===== src/rtl/cmc_pkg.sv =====
/*
 Package for the CAN operating-mode controller: mode codes, register
 offsets, field positions, reset values and timing constants.
 Assumes nothing beyond a SystemVerilog compiler.
*/
package cmc_pkg;

	// Mode codes carried by the request and status fields
	localparam logic [2:0] MODE_NORMAL  = 3'h0;
	localparam logic [2:0] MODE_DISABLE = 3'h1;
	localparam logic [2:0] MODE_LOOP    = 3'h2;
	localparam logic [2:0] MODE_LISTEN  = 3'h3;
	localparam logic [2:0] MODE_INIT    = 3'h4;
	localparam logic [2:0] MODE_ALLMSG  = 3'h7;

	// Register byte offsets
	localparam logic [7:0] OFS_CTRL   = 8'h00;
	localparam logic [7:0] OFS_CFG2   = 8'h04;
	localparam logic [7:0] OFS_TIMING = 8'h08;
	localparam logic [7:0] OFS_FILTER = 8'h0c;
	localparam logic [7:0] OFS_MASK   = 8'h10;
	localparam logic [7:0] OFS_TXCTL  = 8'h14;
	localparam logic [7:0] OFS_STAT   = 8'h18;

	// Field positions
	localparam int REQ_LSB    = 8;
	localparam int OPM_LSB    = 5;
	localparam int WAKE_FILTER_ENABLE_BIT = 14;
	localparam int TRANSMIT_REQUEST_BIT_BIT  = 0;
	localparam int TRANSMIT_ABORTED_FLAG_BIT  = 1;

	// Reset values
	localparam logic [2:0]  MODE_RST = MODE_INIT;
	localparam logic [31:0] CFG_RST  = 32'h0000_0000;

	// Bus idle needs this many consecutive recessive bits
	localparam int IDLE_BITS = 11;
	localparam int BIT_CNT_W = 4;

	// Wake filter length in clocks
	localparam int WAKE_FILT_CYC = 4;

	// Control-side view of a requested and granted mode
	typedef struct packed {
		logic [2:0] req;
		logic [2:0] opm;
	} cmc_mode_s;

	// Pin-side controls
	typedef struct packed {
		logic can_own_tx;
		logic can_own_rx;
		logic loopback;
		logic tx_allowed;
		logic err_active;
	} cmc_pins_s;

endpackage


===== src/rtl/cmc_idle_det.sv =====
/*
 Bus idle detector: counts consecutive recessive bits at bit-sample
 strobes. Assumes rx_i is already synchronised and the bit strobe
 comes from the bit-timing logic on the same clock.
*/
`timescale 1ns/1ps
module cmc_idle_det #(
	parameter int IDLE_BITS = cmc_pkg::IDLE_BITS
) (
	input  wire logic clk_i,
	input  wire logic reset_i,
	input  wire logic rx_i,
	input  wire logic bit_stb_i,
	output logic      idle_o
);
	logic [cmc_pkg::BIT_CNT_W-1:0] cnt_r;
	logic [cmc_pkg::BIT_CNT_W-1:0] cnt_nxt;
	localparam logic [cmc_pkg::BIT_CNT_W-1:0] TOP =
		cmc_pkg::BIT_CNT_W'(IDLE_BITS);

	always_comb begin
		cnt_nxt = cnt_r;
		if (bit_stb_i) begin
			if (!rx_i)
				cnt_nxt = '0; // RULE_17
			else if (cnt_r != TOP)
				cnt_nxt = cnt_r + 1'b1; // RULE_17
		end
	end

	always_ff @(posedge clk_i) begin
		if (reset_i)
			cnt_r <= '0;
		else
			cnt_r <= cnt_nxt;
	end

	// Saturates, so idle holds through a long quiet bus
	assign idle_o = (cnt_r == TOP); // RULE_03

endmodule // cmc_idle_det


===== src/rtl/cmc_wake_filt.sv =====
/*
 Wake-up low-pass filter on the receive line: a dominant level must
 persist for a few clocks before it counts as bus activity.
 Assumes rx_i is synchronised to clk_i.
*/
`timescale 1ns/1ps
module cmc_wake_filt #(
	parameter int FILT_CYC = cmc_pkg::WAKE_FILT_CYC
) (
	input  wire logic clk_i,
	input  wire logic reset_i,
	input  wire logic rx_i,
	input  wire logic en_i,
	output logic      wake_o
);
	logic [FILT_CYC-1:0] hist_r;
	logic [FILT_CYC-1:0] hist_nxt;

	always_comb begin
		hist_nxt = {hist_r[FILT_CYC-2:0], ~rx_i};
	end

	always_ff @(posedge clk_i) begin
		if (reset_i)
			hist_r <= '0;
		else
			hist_r <= hist_nxt;
	end

	// Filter off: any dominant sample wakes
	assign wake_o = en_i ? (&hist_r) : hist_r[0]; // RULE_11

endmodule // cmc_wake_filt


===== src/rtl/cmc_mode_ctrl.sv =====
/*
 CAN operating-mode controller with an APB register slave.
 Assumes a bit-sample strobe and frame status from the protocol
 engine on clk_i; the receive pin is asynchronous.
*/
// Notes on behaviour
// (RULE_01) Mode request field at control bits 10:8
// (RULE_02) Mode status field at control bits 7:5
// (RULE_03) Defer mode change until bus idle
// (RULE_04) Init mode: no traffic, clear error counters
// (RULE_05) Config registers writable only in init mode
// (RULE_06) No init entry while transmitting
// (RULE_07) Disable: no traffic, wake flag, counters kept
// (RULE_08) Request 001 enters disable after idle
// (RULE_09) Status reads 001 once disabled
// (RULE_10) Disable releases both pins to port
// (RULE_11) Wake filter enable at config2 bit 14
// (RULE_12) Disable aborts waiting transmission, sets abort
// (RULE_13) Request 000 selects normal bus operation
// (RULE_14) Listen-only: passive, no errors, no acks
// (RULE_15) Request 111 ignores errors, keeps partial frames
// (RULE_16) Loopback ties tx to rx internally
// (RULE_17) Idle counter restarts on dominant bit
// (RULE_18) Status keeps old mode until change
`timescale 1ns/1ps
module cmc_mode_ctrl #(
	parameter int ADDR_W = 8
) (
	input  wire logic              clk_i,
	input  wire logic              reset_i,
	input  wire logic              psel_i,
	input  wire logic              penable_i,
	input  wire logic              pwrite_i,
	input  wire logic [ADDR_W-1:0] paddr_i,
	input  wire logic [31:0]       pwdata_i,
	output logic      [31:0]       prdata_o,
	output logic                   pready_o,
	output logic                   pslverr_o,
	input  wire logic              can_receive_pin_i,
	input  wire logic              bit_stb_i,
	input  wire logic              tx_busy_i,
	input  wire logic              err_event_i,
	input  wire logic              sleep_i,
	input  wire logic              core_tx_i,
	output logic                   can_transmit_pin_o,
	output logic                   can_transmit_pin_oe_o,
	output logic                   can_receive_input_o,
	output cmc_pkg::cmc_pins_s     pins_o,
	output logic                   err_cnt_clr_o,
	output logic                   tx_start_o,
	output logic                   copy_partial_o
);
	logic                  rx_meta_r;
	logic                  rx_sync_r;
	cmc_pkg::cmc_mode_s    mode_r;
	cmc_pkg::cmc_mode_s    mode_nxt;
	logic [31:0]           cfg2_r;
	logic [31:0]           cfg2_nxt;
	logic [31:0]           timing_r;
	logic [31:0]           timing_nxt;
	logic [31:0]           filter_r;
	logic [31:0]           filter_nxt;
	logic [31:0]           mask_r;
	logic [31:0]           mask_nxt;
	logic                  transmit_request_bit_r;
	logic                  transmit_request_bit_nxt;
	logic                  transmit_aborted_flag_r;
	logic                  transmit_aborted_flag_nxt;
	logic                  wake_interrupt_flag_r;
	logic                  wake_interrupt_flag_nxt;
	logic                  txwait_r;
	logic                  txwait_nxt;
	logic [31:0]           prdata_nxt;
	logic                  prdata_valid_r;
	logic                  prdata_valid_nxt;
	logic                  idle;
	logic                  wake;
	logic                  access;
	logic                  wr;
	logic                  cfg_open;
	logic                  change_ok;
	logic                  mapped;
	logic                  tx_mode;
	logic                  int_rx;

	typedef enum {
		CMC_ST_RUN,
		CMC_ST_WAIT
	} cmc_st_e;
	cmc_st_e st_r;
	cmc_st_e st_nxt;

	// Two-stage sync; only the second stage feeds logic
	always_ff @(posedge clk_i) begin
		if (reset_i) begin
			rx_meta_r <= 1'b1;
			rx_sync_r <= 1'b1;
		end else begin
			rx_meta_r <= can_receive_pin_i;
			rx_sync_r <= rx_meta_r;
		end
	end

	// Loopback feeds the internal receiver from the transmitter
	assign int_rx = (mode_r.opm == cmc_pkg::MODE_LOOP) ? core_tx_i
		: rx_sync_r; // RULE_16

	cmc_idle_det #(
		.IDLE_BITS(cmc_pkg::IDLE_BITS)
	) u_idle (
		.clk_i    (clk_i),
		.reset_i  (reset_i),
		.rx_i     (int_rx),
		.bit_stb_i(bit_stb_i),
		.idle_o   (idle)
	);

	cmc_wake_filt #(
		.FILT_CYC(cmc_pkg::WAKE_FILT_CYC)
	) u_wake (
		.clk_i  (clk_i),
		.reset_i(reset_i),
		.rx_i   (rx_sync_r),
		.en_i   (cfg2_r[cmc_pkg::WAKE_FILTER_ENABLE_BIT] & sleep_i), // RULE_11
		.wake_o (wake)
	);

	assign access   = psel_i & penable_i;
	assign wr       = access & pwrite_i;
	assign cfg_open = (mode_r.opm == cmc_pkg::MODE_INIT); // RULE_05
	assign tx_mode  = (mode_r.opm == cmc_pkg::MODE_NORMAL) ||
		(mode_r.opm == cmc_pkg::MODE_LOOP) ||
		(mode_r.opm == cmc_pkg::MODE_ALLMSG);

	// Init may only be entered between frames; leaving init or disable is at once, others need idle
	always_comb begin
		if (mode_r.req == cmc_pkg::MODE_INIT)
			change_ok = !tx_busy_i; // RULE_06
		else if (mode_r.opm == cmc_pkg::MODE_INIT ||
			mode_r.opm == cmc_pkg::MODE_DISABLE)
			change_ok = 1'b1;
		else
			change_ok = idle && !tx_busy_i; // RULE_03 RULE_08
	end

	always_comb begin
		mapped = 1'b1;
		case (paddr_i)
			cmc_pkg::OFS_CTRL,
			cmc_pkg::OFS_CFG2,
			cmc_pkg::OFS_TIMING,
			cmc_pkg::OFS_FILTER,
			cmc_pkg::OFS_MASK,
			cmc_pkg::OFS_TXCTL,
			cmc_pkg::OFS_STAT: mapped = 1'b1;
			default: mapped = 1'b0;
		endcase
	end

	// Register and mode next-state
	always_comb begin
		mode_nxt   = mode_r;
		cfg2_nxt   = cfg2_r;
		timing_nxt = timing_r;
		filter_nxt = filter_r;
		mask_nxt   = mask_r;
		transmit_request_bit_nxt  = transmit_request_bit_r;
		transmit_aborted_flag_nxt  = transmit_aborted_flag_r;
		wake_interrupt_flag_nxt  = wake_interrupt_flag_r;
		st_nxt     = st_r;
		// The mode request stays writable so init can be left
		if (wr && paddr_i == cmc_pkg::OFS_CTRL)
			mode_nxt.req = pwdata_i[cmc_pkg::REQ_LSB +: 3]; // RULE_01
		if (wr && cfg_open) begin
			case (paddr_i)
				cmc_pkg::OFS_CFG2:   cfg2_nxt   = pwdata_i; // RULE_05
				cmc_pkg::OFS_TIMING: timing_nxt = pwdata_i; // RULE_05
				cmc_pkg::OFS_FILTER: filter_nxt = pwdata_i; // RULE_05
				cmc_pkg::OFS_MASK:   mask_nxt   = pwdata_i; // RULE_05
				default: ;
			endcase
		end
		// Write one clears the sticky flags; hardware set wins
		if (wr && paddr_i == cmc_pkg::OFS_STAT) begin
			if (pwdata_i[cmc_pkg::TRANSMIT_ABORTED_FLAG_BIT])
				transmit_aborted_flag_nxt = 1'b0;
			if (pwdata_i[2])
				wake_interrupt_flag_nxt = 1'b0;
		end
		if (wr && paddr_i == cmc_pkg::OFS_TXCTL &&
			pwdata_i[cmc_pkg::TRANSMIT_REQUEST_BIT_BIT])
			transmit_request_bit_nxt = 1'b1;
		if (mode_r.opm == cmc_pkg::MODE_DISABLE && wake)
			wake_interrupt_flag_nxt = 1'b1; // RULE_07
		case (st_r)
			CMC_ST_RUN: begin
				if (mode_r.req != mode_r.opm)
					st_nxt = CMC_ST_WAIT;
			end
			CMC_ST_WAIT: begin
				if (mode_r.req == mode_r.opm)
					st_nxt = CMC_ST_RUN;
				else if (change_ok) begin
					mode_nxt.opm = mode_r.req; // RULE_18 RULE_09
					st_nxt = CMC_ST_RUN;
				end
			end
			default: st_nxt = CMC_ST_RUN;
		endcase
		// Pending transmission aborted by a disable request
		if (transmit_request_bit_r && !tx_busy_i &&
			mode_r.req == cmc_pkg::MODE_DISABLE) begin
			transmit_request_bit_nxt = 1'b0; // RULE_12
			transmit_aborted_flag_nxt = 1'b1; // RULE_12
		end else if (transmit_request_bit_r && tx_mode && idle && !tx_busy_i &&
			txwait_r) begin
			transmit_request_bit_nxt = 1'b0;
		end
	end

	// Transmission waits for idle on two consecutive clocks with the request pending, then starts
	always_comb begin
		txwait_nxt = transmit_request_bit_r && tx_mode && idle; // RULE_12
	end
	assign tx_start_o = txwait_r && transmit_request_bit_r && tx_mode && idle &&
		!tx_busy_i && mode_r.req != cmc_pkg::MODE_DISABLE;

	always_comb begin
		prdata_nxt = 32'h0000_0000;
		// Data only for the answer cycle, zero right after it
		if (access && !pwrite_i && !prdata_valid_r) begin
			case (paddr_i)
				cmc_pkg::OFS_CTRL: begin
					prdata_nxt[cmc_pkg::REQ_LSB +: 3] = mode_r.req;
					prdata_nxt[cmc_pkg::OPM_LSB +: 3] = mode_r.opm; // RULE_02
				end
				cmc_pkg::OFS_CFG2:   prdata_nxt = cfg2_r;
				cmc_pkg::OFS_TIMING: prdata_nxt = timing_r;
				cmc_pkg::OFS_FILTER: prdata_nxt = filter_r;
				cmc_pkg::OFS_MASK:   prdata_nxt = mask_r;
				cmc_pkg::OFS_TXCTL:
					prdata_nxt[cmc_pkg::TRANSMIT_REQUEST_BIT_BIT] = transmit_request_bit_r;
				cmc_pkg::OFS_STAT: begin
					prdata_nxt[cmc_pkg::TRANSMIT_ABORTED_FLAG_BIT] = transmit_aborted_flag_r;
					prdata_nxt[2] = wake_interrupt_flag_r;
					prdata_nxt[3] = idle;
				end
				default: prdata_nxt = 32'h0000_0000;
			endcase
		end
	end

	always_ff @(posedge clk_i) begin
		if (reset_i) begin
			mode_r   <= '{req: cmc_pkg::MODE_RST, opm: cmc_pkg::MODE_RST};
			cfg2_r   <= cmc_pkg::CFG_RST;
			timing_r <= cmc_pkg::CFG_RST;
			filter_r <= cmc_pkg::CFG_RST;
			mask_r   <= cmc_pkg::CFG_RST;
			transmit_request_bit_r  <= 1'b0;
			transmit_aborted_flag_r  <= 1'b0;
			wake_interrupt_flag_r  <= 1'b0;
			txwait_r <= 1'b0;
			st_r     <= CMC_ST_RUN;
			prdata_o <= 32'h0000_0000;
		end else begin
			mode_r   <= mode_nxt;
			cfg2_r   <= cfg2_nxt;
			timing_r <= timing_nxt;
			filter_r <= filter_nxt;
			mask_r   <= mask_nxt;
			transmit_request_bit_r  <= transmit_request_bit_nxt;
			transmit_aborted_flag_r  <= transmit_aborted_flag_nxt;
			wake_interrupt_flag_r  <= wake_interrupt_flag_nxt;
			txwait_r <= txwait_nxt;
			st_r     <= st_nxt;
			prdata_o <= prdata_nxt;
		end
	end

	// Zero-wait write, one-wait read so data comes from a flop
	assign pready_o  = !pwrite_i ? (access && prdata_valid_r) : 1'b1;
	always_comb begin
		prdata_valid_nxt = access && !pwrite_i && !prdata_valid_r;
	end
	always_ff @(posedge clk_i) begin
		if (reset_i)
			prdata_valid_r <= 1'b0;
		else
			prdata_valid_r <= prdata_valid_nxt;
	end
	assign pslverr_o = access && !mapped;

	// Pin ownership per mode
	always_comb begin
		pins_o = '0;
		case (mode_r.opm)
			cmc_pkg::MODE_NORMAL: begin
				pins_o.can_own_tx = 1'b1; // RULE_13
				pins_o.can_own_rx = 1'b1; // RULE_13
				pins_o.tx_allowed = 1'b1;
				pins_o.err_active = 1'b1;
			end
			cmc_pkg::MODE_LISTEN: begin
				pins_o.can_own_rx = 1'b1; // RULE_14
			end
			cmc_pkg::MODE_ALLMSG: begin
				pins_o.can_own_tx = 1'b1; // RULE_15
				pins_o.can_own_rx = 1'b1;
				pins_o.tx_allowed = 1'b1;
			end
			cmc_pkg::MODE_LOOP: begin
				pins_o.loopback   = 1'b1; // RULE_16
				pins_o.tx_allowed = 1'b1;
				pins_o.err_active = 1'b1;
			end
			default: pins_o = '0; // RULE_04 RULE_07 RULE_10
		endcase
	end

	assign can_transmit_pin_o    = core_tx_i | !pins_o.tx_allowed;
	assign can_transmit_pin_oe_o = pins_o.can_own_tx; // RULE_10 RULE_14
	assign can_receive_input_o   = int_rx;
	assign err_cnt_clr_o = (mode_r.opm == cmc_pkg::MODE_INIT); // RULE_04
	assign copy_partial_o = err_event_i &&
		(mode_r.opm == cmc_pkg::MODE_ALLMSG); // RULE_15

endmodule // cmc_mode_ctrl


===== config.mk =====
export PLATFORM = sky130hd
export DESIGN_NAME = cmc_mode_ctrl
export DESIGN_NICKNAME = d
export VERILOG_FILES = /design/src/rtl/cmc_pkg.sv /design/src/rtl/cmc_idle_det.sv /design/src/rtl/cmc_wake_filt.sv /design/src/rtl/cmc_mode_ctrl.sv
export SDC_FILE = /design/constraint.sdc
export NUM_CORES = 1
export LEC_CHECK = 0
export BUFFER_PORTS_ARGS = -buffer_cell sky130_fd_sc_hd__buf_4
export CORE_MARGIN = 5
export CORE_UTILIZATION = 45
export DETAILED_ROUTE_END_ITERATION = 8
export SLEW_MARGIN = 20
export SYNTH_ARGS = -nofsm -noshare
export SYNTH_HDL_FRONTEND = slang
export SYNTH_SLANG_ARGS = --single-unit
export TNS_END_PERCENT = 20

===== constraint.sdc =====
create_clock -name clk_i -period 2.9 [get_ports clk_i]
set_clock_uncertainty 0.15 [all_clocks]
set_input_delay 0 -clock clk_i [delete_from_list [all_inputs] [get_ports clk_i]]
set_output_delay 0 -clock clk_i [all_outputs]
set_load 0.1 [all_outputs]

# Word level (Yosys, flattened, before mapping)
# Cells that the tools add are included.
[totals] romBits=0 ff_bits=213 output_inout_bits=45 input_bits=51 n_memories=0 ram_bits=0 latchBits=0
[classes] muxes=28 shifts=0 magnitude_cmp=0 add_sub_neg=1 reduce_logical=55 n_div=0 bitwise=7 multipliers=0 eq_ne=22
[op_table] cell="$mux 32" n=3
[op_table] cell="$pmux 21 s4" n=1
[op_table] cell="$pmux 32 s2" n=1
[op_table] cell="$eq 32x1->1 const B" n=1
[op_table] cell="$logic_not 32->1" n=1
[op_table] cell="$pmux 6 s5" n=1
[op_table] cell="$eq 8x5->1 const B" n=3
[op_table] cell="$logic_and 1x1->1" n=23
[op_table] cell="$mux 1" n=17
[op_table] cell="$eq 8x4->1 const B" n=2
[op_table] cell="$reduce_and 2->1" n=8
[op_table] cell="$pmux 3 s5" n=1
[op_table] cell="$eq 3x3->1 const B" n=3
[op_table] cell="$reduce_or 3->1" n=3
[op_table] cell="$eq 8x3->1 const B" n=1
[op_table] cell="$logic_not 8->1" n=1
[op_table] cell="$mux 4" n=2
[op_table] cell="$reduce_bool 2->1" n=4
[op_table] cell="$reduce_or 7->1" n=1
[op_table] cell="$eq 3x1->1 const B" n=2
[op_table] cell="$eq 3x2->1 const B" n=2
[op_table] cell="$reduce_or 2->1" n=3
[op_table] cell="$logic_not 1->1" n=5
[op_table] cell="$pmux 1 s5" n=1
[op_table] cell="16 further kinds" n=23

# Logic depth before layout (Yosys ltp)
[depth] word_depth=8 depth_mapped=7

# Hierarchy
# From an unflattened synthesis, not the netlist that was laid out.
[unflattened] hier_cells=861 hier_area_um2=7509.7
[modules_own_cells] module="cmc_mode_ctrl" area_per_inst_um2=7174.4 cells_per_inst=827 instances=1 seq_area_each_um2=3483.3
[modules_own_cells] module="cmc_idle_det" area_per_inst_um2=220.2 cells_per_inst=24 instances=1 seq_area_each_um2=80.1
[modules_own_cells] module="cmc_wake_filt" area_per_inst_um2=115.1 cells_per_inst=10 instances=1 seq_area_each_um2=80.1

# Least setup slack after synthesis
# No wires, ideal clock.
[synth_timing] path_kind="reg2reg" startpoint="register mode_r[1] (netlist bit)" endpoint="register u_idle.cnt_r[0] (netlist bit)" arrival_time_ns=4.089 slack_ns=-1.398 t_required_ns=2.691 path_buffers=1 stages_incl_launch_ff=6 setup_time_ns=0.059 cell_sequence="dfxtp_1 buf_2 nor3b_1 mux2_2 and4_1 a22o_1"
[synth_between] elab_chain_cells=4
[synth_rtl] item="start: declaration" line_no="cmc_mode_ctrl.sv:55" rtl="cmc_pkg::cmc_mode_s mode_r;"
[synth_rtl] item="start signal: assignment" line_no="cmc_mode_ctrl.sv:255" rtl="mode_r <= '{req: cmc_pkg::MODE_RST, opm: cmc_pkg::MODE_RST};"
[synth_rtl] item="start signal: assignment" line_no="cmc_mode_ctrl.sv:267" rtl="mode_r <= mode_nxt;"
[synth_rtl] item="$eq 3x2->1 *" line_no="cmc_mode_ctrl.sv:105" rtl="assign int_rx = (mode_r.opm == cmc_pkg::MODE_LOOP) ? core_tx_i"
[synth_rtl] item="$mux 1 *" line_no="cmc_mode_ctrl.sv:105"
[synth_rtl] item="net can_receive_input_o" line_no="cmc_mode_ctrl.sv:47" rtl="output logic can_receive_input_o,"
[synth_rtl] item="$ne 2x2->1 (no line)"
[synth_rtl] item="$reduce_and 2->1 (no line)"
[synth_rtl] item="end signal: assignment" line_no="cmc_idle_det.sv:35" rtl="cnt_r <= cnt_nxt;"
[synth_rtl] item="end: declaration" line_no="cmc_idle_det.sv:16" rtl="logic [cmc_pkg::BIT_CNT_W-1:0] cnt_r;"
# The timed path passes the listed nets; every way through them passes the cells marked *.
# A chain may end at the register's enable or synchronous reset.

# Worst setup path after layout
[layout_timing] startpoint="register mode_r[2] (netlist bit)" endpoint="register cfg2_r[24]"
[layout_between] elab_chain_cells=3
[layout_rtl] item="$eq 3x3->1" line_no="cmc_mode_ctrl.sv:130" rtl="assign cfg_open = (mode_r.opm == cmc_pkg::MODE_INIT);"
[layout_rtl] item="$logic_and 1x1->1" line_no="cmc_mode_ctrl.sv:174" rtl="if (wr && cfg_open) begin"
[layout_rtl] item="$reduce_and 2->1 (no line)"
[layout_rtl] item="end signal: assignment" line_no="cmc_mode_ctrl.sv:256" rtl="cfg2_r <= cmc_pkg::CFG_RST;"
[layout_rtl] item="end signal: assignment" line_no="cmc_mode_ctrl.sv:268" rtl="cfg2_r <= cfg2_nxt;"
[layout_rtl] item="end: declaration" line_no="cmc_mode_ctrl.sv:57" rtl="logic [31:0] cfg2_r;"
# Every way passes these cells.

==> impl.org <==
** Outcome
- The flow ran to the end, and the final reports show no timing, DRC or antenna violations.

** Clock tree
- H-tree depth :: 4
- After clock tree synthesis, the setup repair step added 0 buffers.
- Number of clock buffers inserted by TritonCTS :: 17
- Clk buf depth :: 2
- CTS Sinks :: 182
- Clock latency of the later-clocked register in the worst-skew pair :: 0.43 ns
- Clock slew at the register clock pins of the worst setup and hold paths :: 0.07 ns
- TritonCTS built the clock tree.
- Root Driver :: clkbuf_16

** Floorplan
- Measured along the y axis, the die boundary spans 140.6 um.
- Once the floorplan was initialized, standard cells occupied 46.14% of the core.
- The floorplan has 47 rows.
- Die Area :: 19780 um^2
- Core Area :: 16640 um^2
- Horizontal die dimension :: 140.6 um
- Pin placement for this block handled 96 I/O pins.

** GRT
- In the global route stage, overall resource usage came out at 20.57%.
- Number of antenna violations at the first check in global routing :: 0
- Number of global-route vias before repair :: 6181
- Maximum number of pins on one net before global-route repair :: 61
- Global-route wire length before repair :: 32520 um
- Global route total overflow :: 0

** Worst setup path
- Tracing the worst setup path back leads to its startpoint at mode_r[2]$_SDFFE_PP1P_.
- Crit-path max FO :: 10
- Reg2reg end :: cfg2_r[24]$_SDFFE_PP0P_
- The worst register-to-register path has a depth of 6.
- Delay of the slowest cell on the worst path :: 0.60 ns
- At the worst endpoint, the required time is 3.13 ns.
- Launch instance of the worst register-to-register path :: mode_r[2]$_SDFFE_PP1P_
- Setup crit end kind :: flip-flop
- The worst setup path is launched from a flip-flop.
- The slowest stage of the critical path belongs to the cell dfxtp_1.
- Reg-to-reg setup timing slack :: 0.22 ns
- Traced cell by cell, the critical path runs through nor3b_4, and4_2, buf_4, nand2_1, a21oi_1, dlygate4sd3_1.
- Worst setup path class :: reg2reg
- Arrival time of data at the critical path endpoint :: 2.91 ns

** Logic synthesis
- Mean area per synthesized cell :: 9.087 um^2
- Share of cell area taken by muxes after synthesis :: 14.62%
- The share of synthesized area in the top cell type comes to 47.45%.
- Post-synthesis net count :: 897
- The mapped netlist covers 7679 um^2.
- Synthesis handed over a netlist of 845 instances.
- Adder-Cell Fraction of Synth Area :: 0.1629%
- After synthesis, the netlist uses 58 different library cells.
- For this run, the register share of the synthesized area comes to 47.45%.
- In this run, synthesis produced a sequential element count of 182.
- By area the synthesized netlist is led by dfxtp_1 (47%), mux2i_1 (12%), nand2_1 (12%).
- In this run, synthesis inferred 0 flip-flops with an integrated enable.
- Dominant combinational cell family by area after synthesis :: simple AND/OR/NAND/NOR gates
- Simple-gate area share of the yosys netlist :: 19.86%
- Synthesized-area fraction occupied by xor and xnor cells :: 0.4562%
- Cell type with the highest aggregate area in the netlist :: dfxtp_1
- Summing the areas of all compound-gate instances in the mapped netlist gives 12.34% of the synthesized area.
- For this run, the leading register cell type out of synthesis is dfxtp_1.
- After synthesis, the share of flip-flops with an asynchronous set or reset is 0%.
- Number of warnings issued by yosys :: 0
- Cell with the most instances after synthesis :: nand2_1
- Top post-synthesis cells by count :: nand2_1 (238), dfxtp_1 (182), mux2i_1 (93)

** Detailed routing
- Routed length per placed instance :: 17.22 um
- Summing over every cut layer, the via total after detailed routing is 6456.
- Iter 0 DRT Violations :: 460
- Remaining DRCs :: 0
- The first detailed-routing pass ran for 5 iterations.
- The count of nets left with antenna violations once routing finished came out at 0.
- Final WL :: 20660 um
- After detailed routing, the number of vias per cell comes to 5.380.

** STA
- PnR worst setup slack :: 0.2163 ns
- The final hold violation count came to 0.
- Final TNS setup :: 0 ns
- Maximum frequency from static timing analysis :: 372.6 MHz
- Least-Margin Pin Slew :: 0.7844 ns
- Of the available clock period, the critical path in the final layout requires 92.54%.
- The clock period could shrink to 2.684 ns.
- Final Slew Violations :: 0
- In this run the tightest slew margin relative to its limit is 47.48%.
- Setup violations remaining at the end of the flow were counted as 0.
- Unrepaired setup endpoints after global routing :: false

** Placed design
- The count of buffers added on input and output ports is 95.
- DP Wirelength :: 13650 um
- Last weighted congestion value of the routability-driven placer :: 0.7726
- Timing analysis after detailed placement gives a worst setup slack of 0.5989 ns.

** Power and ir drop
- Clock share of power :: 47.3%
- The share of total power dissipated in sequential elements is 47.0%.
- In this run the power density over the cells is 550.3 nW/um^2.
- Relative contribution of combinational cells to total power :: 5.7%
- Maximum VDD drop :: 0.3859 mV
- Static power due to leakage :: 3.548 nW
- Switching Share :: 21.61%
- The internal portion of the total power is 4.181 mW.
- Sw Pwr :: 1.153 mW

** Finish
- Final-layout fill cell count :: 1465
- 0 antenna diodes ended up in the layout.
- From synthesis to final layout, the design area changed by 26.22%.
- Nets :: 1020
- Registers take 3643 um^2.
- Summing all multi-input logic gate instances after layout gives 3669 um^2.
- Of the cells placed in the final design, the portion with a size suffix greater than 1 is 18.27%.

** Hold path
- Worst hold path class :: in2reg
- The startpoint identified for the worst hold timing path is paddr_i[3].
- The worst hold path passes through 4 cells.
- Capture endpoint of the worst hold path :: prdata_o[8]$_SDFF_PP0_

** Flow run
- Number of violations of the max-capacitance limit :: 0
-- per-stage QoR --
stage / instances / power [mW] / utilization [%] / cell area, um^2 / hold slack (ns)
3_3_place_gp: 1114 / 2.813 / 51.00 / 8487 / 0.03756
2_1_floorplan: 845 / 2.700 / - / 7690 / -0.05004
5_1_grt: 1200 / 5.509 / 58.24 / 9692 / 0.05791
4_1_cts: 1200 / 5.381 / 58.18 / 9682 / 0.03048
6_report: 1200 / 5.334 / 58.24 / 9692 / 0.05272
3_5_place_dp: 1114 / 2.816 / 51.00 / 8487 / 0.03906
-- power groups by stage --
stage	Clock, mW	Sequential, mW	Combinational [mW]
3_3_place_gp	0	2.56	0.249
6_report	2.52	2.51	0.304
5_1_grt	2.68	2.51	0.324
3_5_place_dp	0	2.56	0.252
4_1_cts	2.57	2.51	0.303
2_1_floorplan	0	2.56	0.136
-- layout by cell type (no fill, tap or decap), types with 2 or more instances in the layout --
cell type	n
nand2_1	238
dfxtp_1	182
buf_4	114
mux2i_1	93
a21oi_1	71
dlygate4sd3_1	55
nor2_1	39
a22oi_1	28
o22a_1	21
clkbuf_16	17
inv_1	8
nand3_1	7
mux4_2	6
mux2_2	5
nor2b_1	5
clkinvlp_4	5
bufinv_16	5
and3_1	4
nand4_1	4
o21ai_0	4
a22o_1	4
xor2_1	4
or2_2	3
nor3b_1	3
nand2b_1	3
nor4b_1	3
and4_1	3
nor3b_4	2
nand3b_1	2
a31o_2	2
nor4_4	2
nor2_4	2
nor3b_2	2
o211ai_1	2
a222oi_1	2
and3b_1	2
-- layer usage --
| layer | track usage [%] | wire [um] |
|---|---|---|
| met1 | 26.14 | 9000 |
| met2 | 34.32 | 10020 |
| met3 | 4.572 | 1228 |
| met4 | 7.649 | 413 |
| met5 | 0 | 0 |
-- how the worst max path moves through the flow --
stage	to	cells after the start
after detailed placement	timing_r[30]$_SDFFE_PP0P_	5
after CTS	cfg2_r[24]$_SDFFE_PP0P_	6
final	cfg2_r[24]$_SDFFE_PP0P_	6
after floorplan	u_idle.cnt_r[1]$_SDFFE_PP0P_	5
after global placement	timing_r[15]$_SDFFE_PP0P_	5
after global routing	cfg2_r[21]$_SDFFE_PP0P_	6
-- timing repair --
item                                   in CTS  in global routing
gates resized for setup                     0                  1
hold buffers                               55                  0
endpoints found under the hold margin     152                  0
setup endpoints to repair                   0                  2
-- worst max-delay path: cells and delay by family, from the launching register on --
family | cells | cell delay (ns)
AND/OR/NAND/NOR | 3 | 0.91
buffers and inverters | 2 | 0.83
flip-flops | 1 | 0.60
AO/OA/AOI/OAI | 1 | 0.14
-- state kept, by name, indices dropped and copies added, names as in the netlist, 4 cells and up --
| signal | count |
|---|---|
| u_wake.hist_r | 4 |
| cfg2_r | 32 |
| u_idle.cnt_r | 4 |
| timing_r | 32 |
| mode_r | 6 |
| filter_r | 32 |
| prdata_o | 32 |
| mask_r | 32 |
-- kinds of logic (layout without fill, tap and decap cells) --
logic type | after synthesis | count (layout)
buf+inv | 75 | 210
fa+ha+maj | 1 | 1
simple gates | 335 | 335
mux | 104 | 104
flops | 182 | 182
compound gates | 144 | 144
xor+xnor | 4 | 4
-- layout make-up --
type / instances / area share (%)
Tap cell: 220 / 2.840
Clock buffer: 19 / 4.570
Timing Repair Buffer: 170 / 14.72
Multi-Input combinational cell: 588 / 37.85
Clock inverter: 12 / 2.078
Inverter: 9 / 0.3486
Sequential cell: 182 / 37.59
Power figures use the tool's default switching activity.
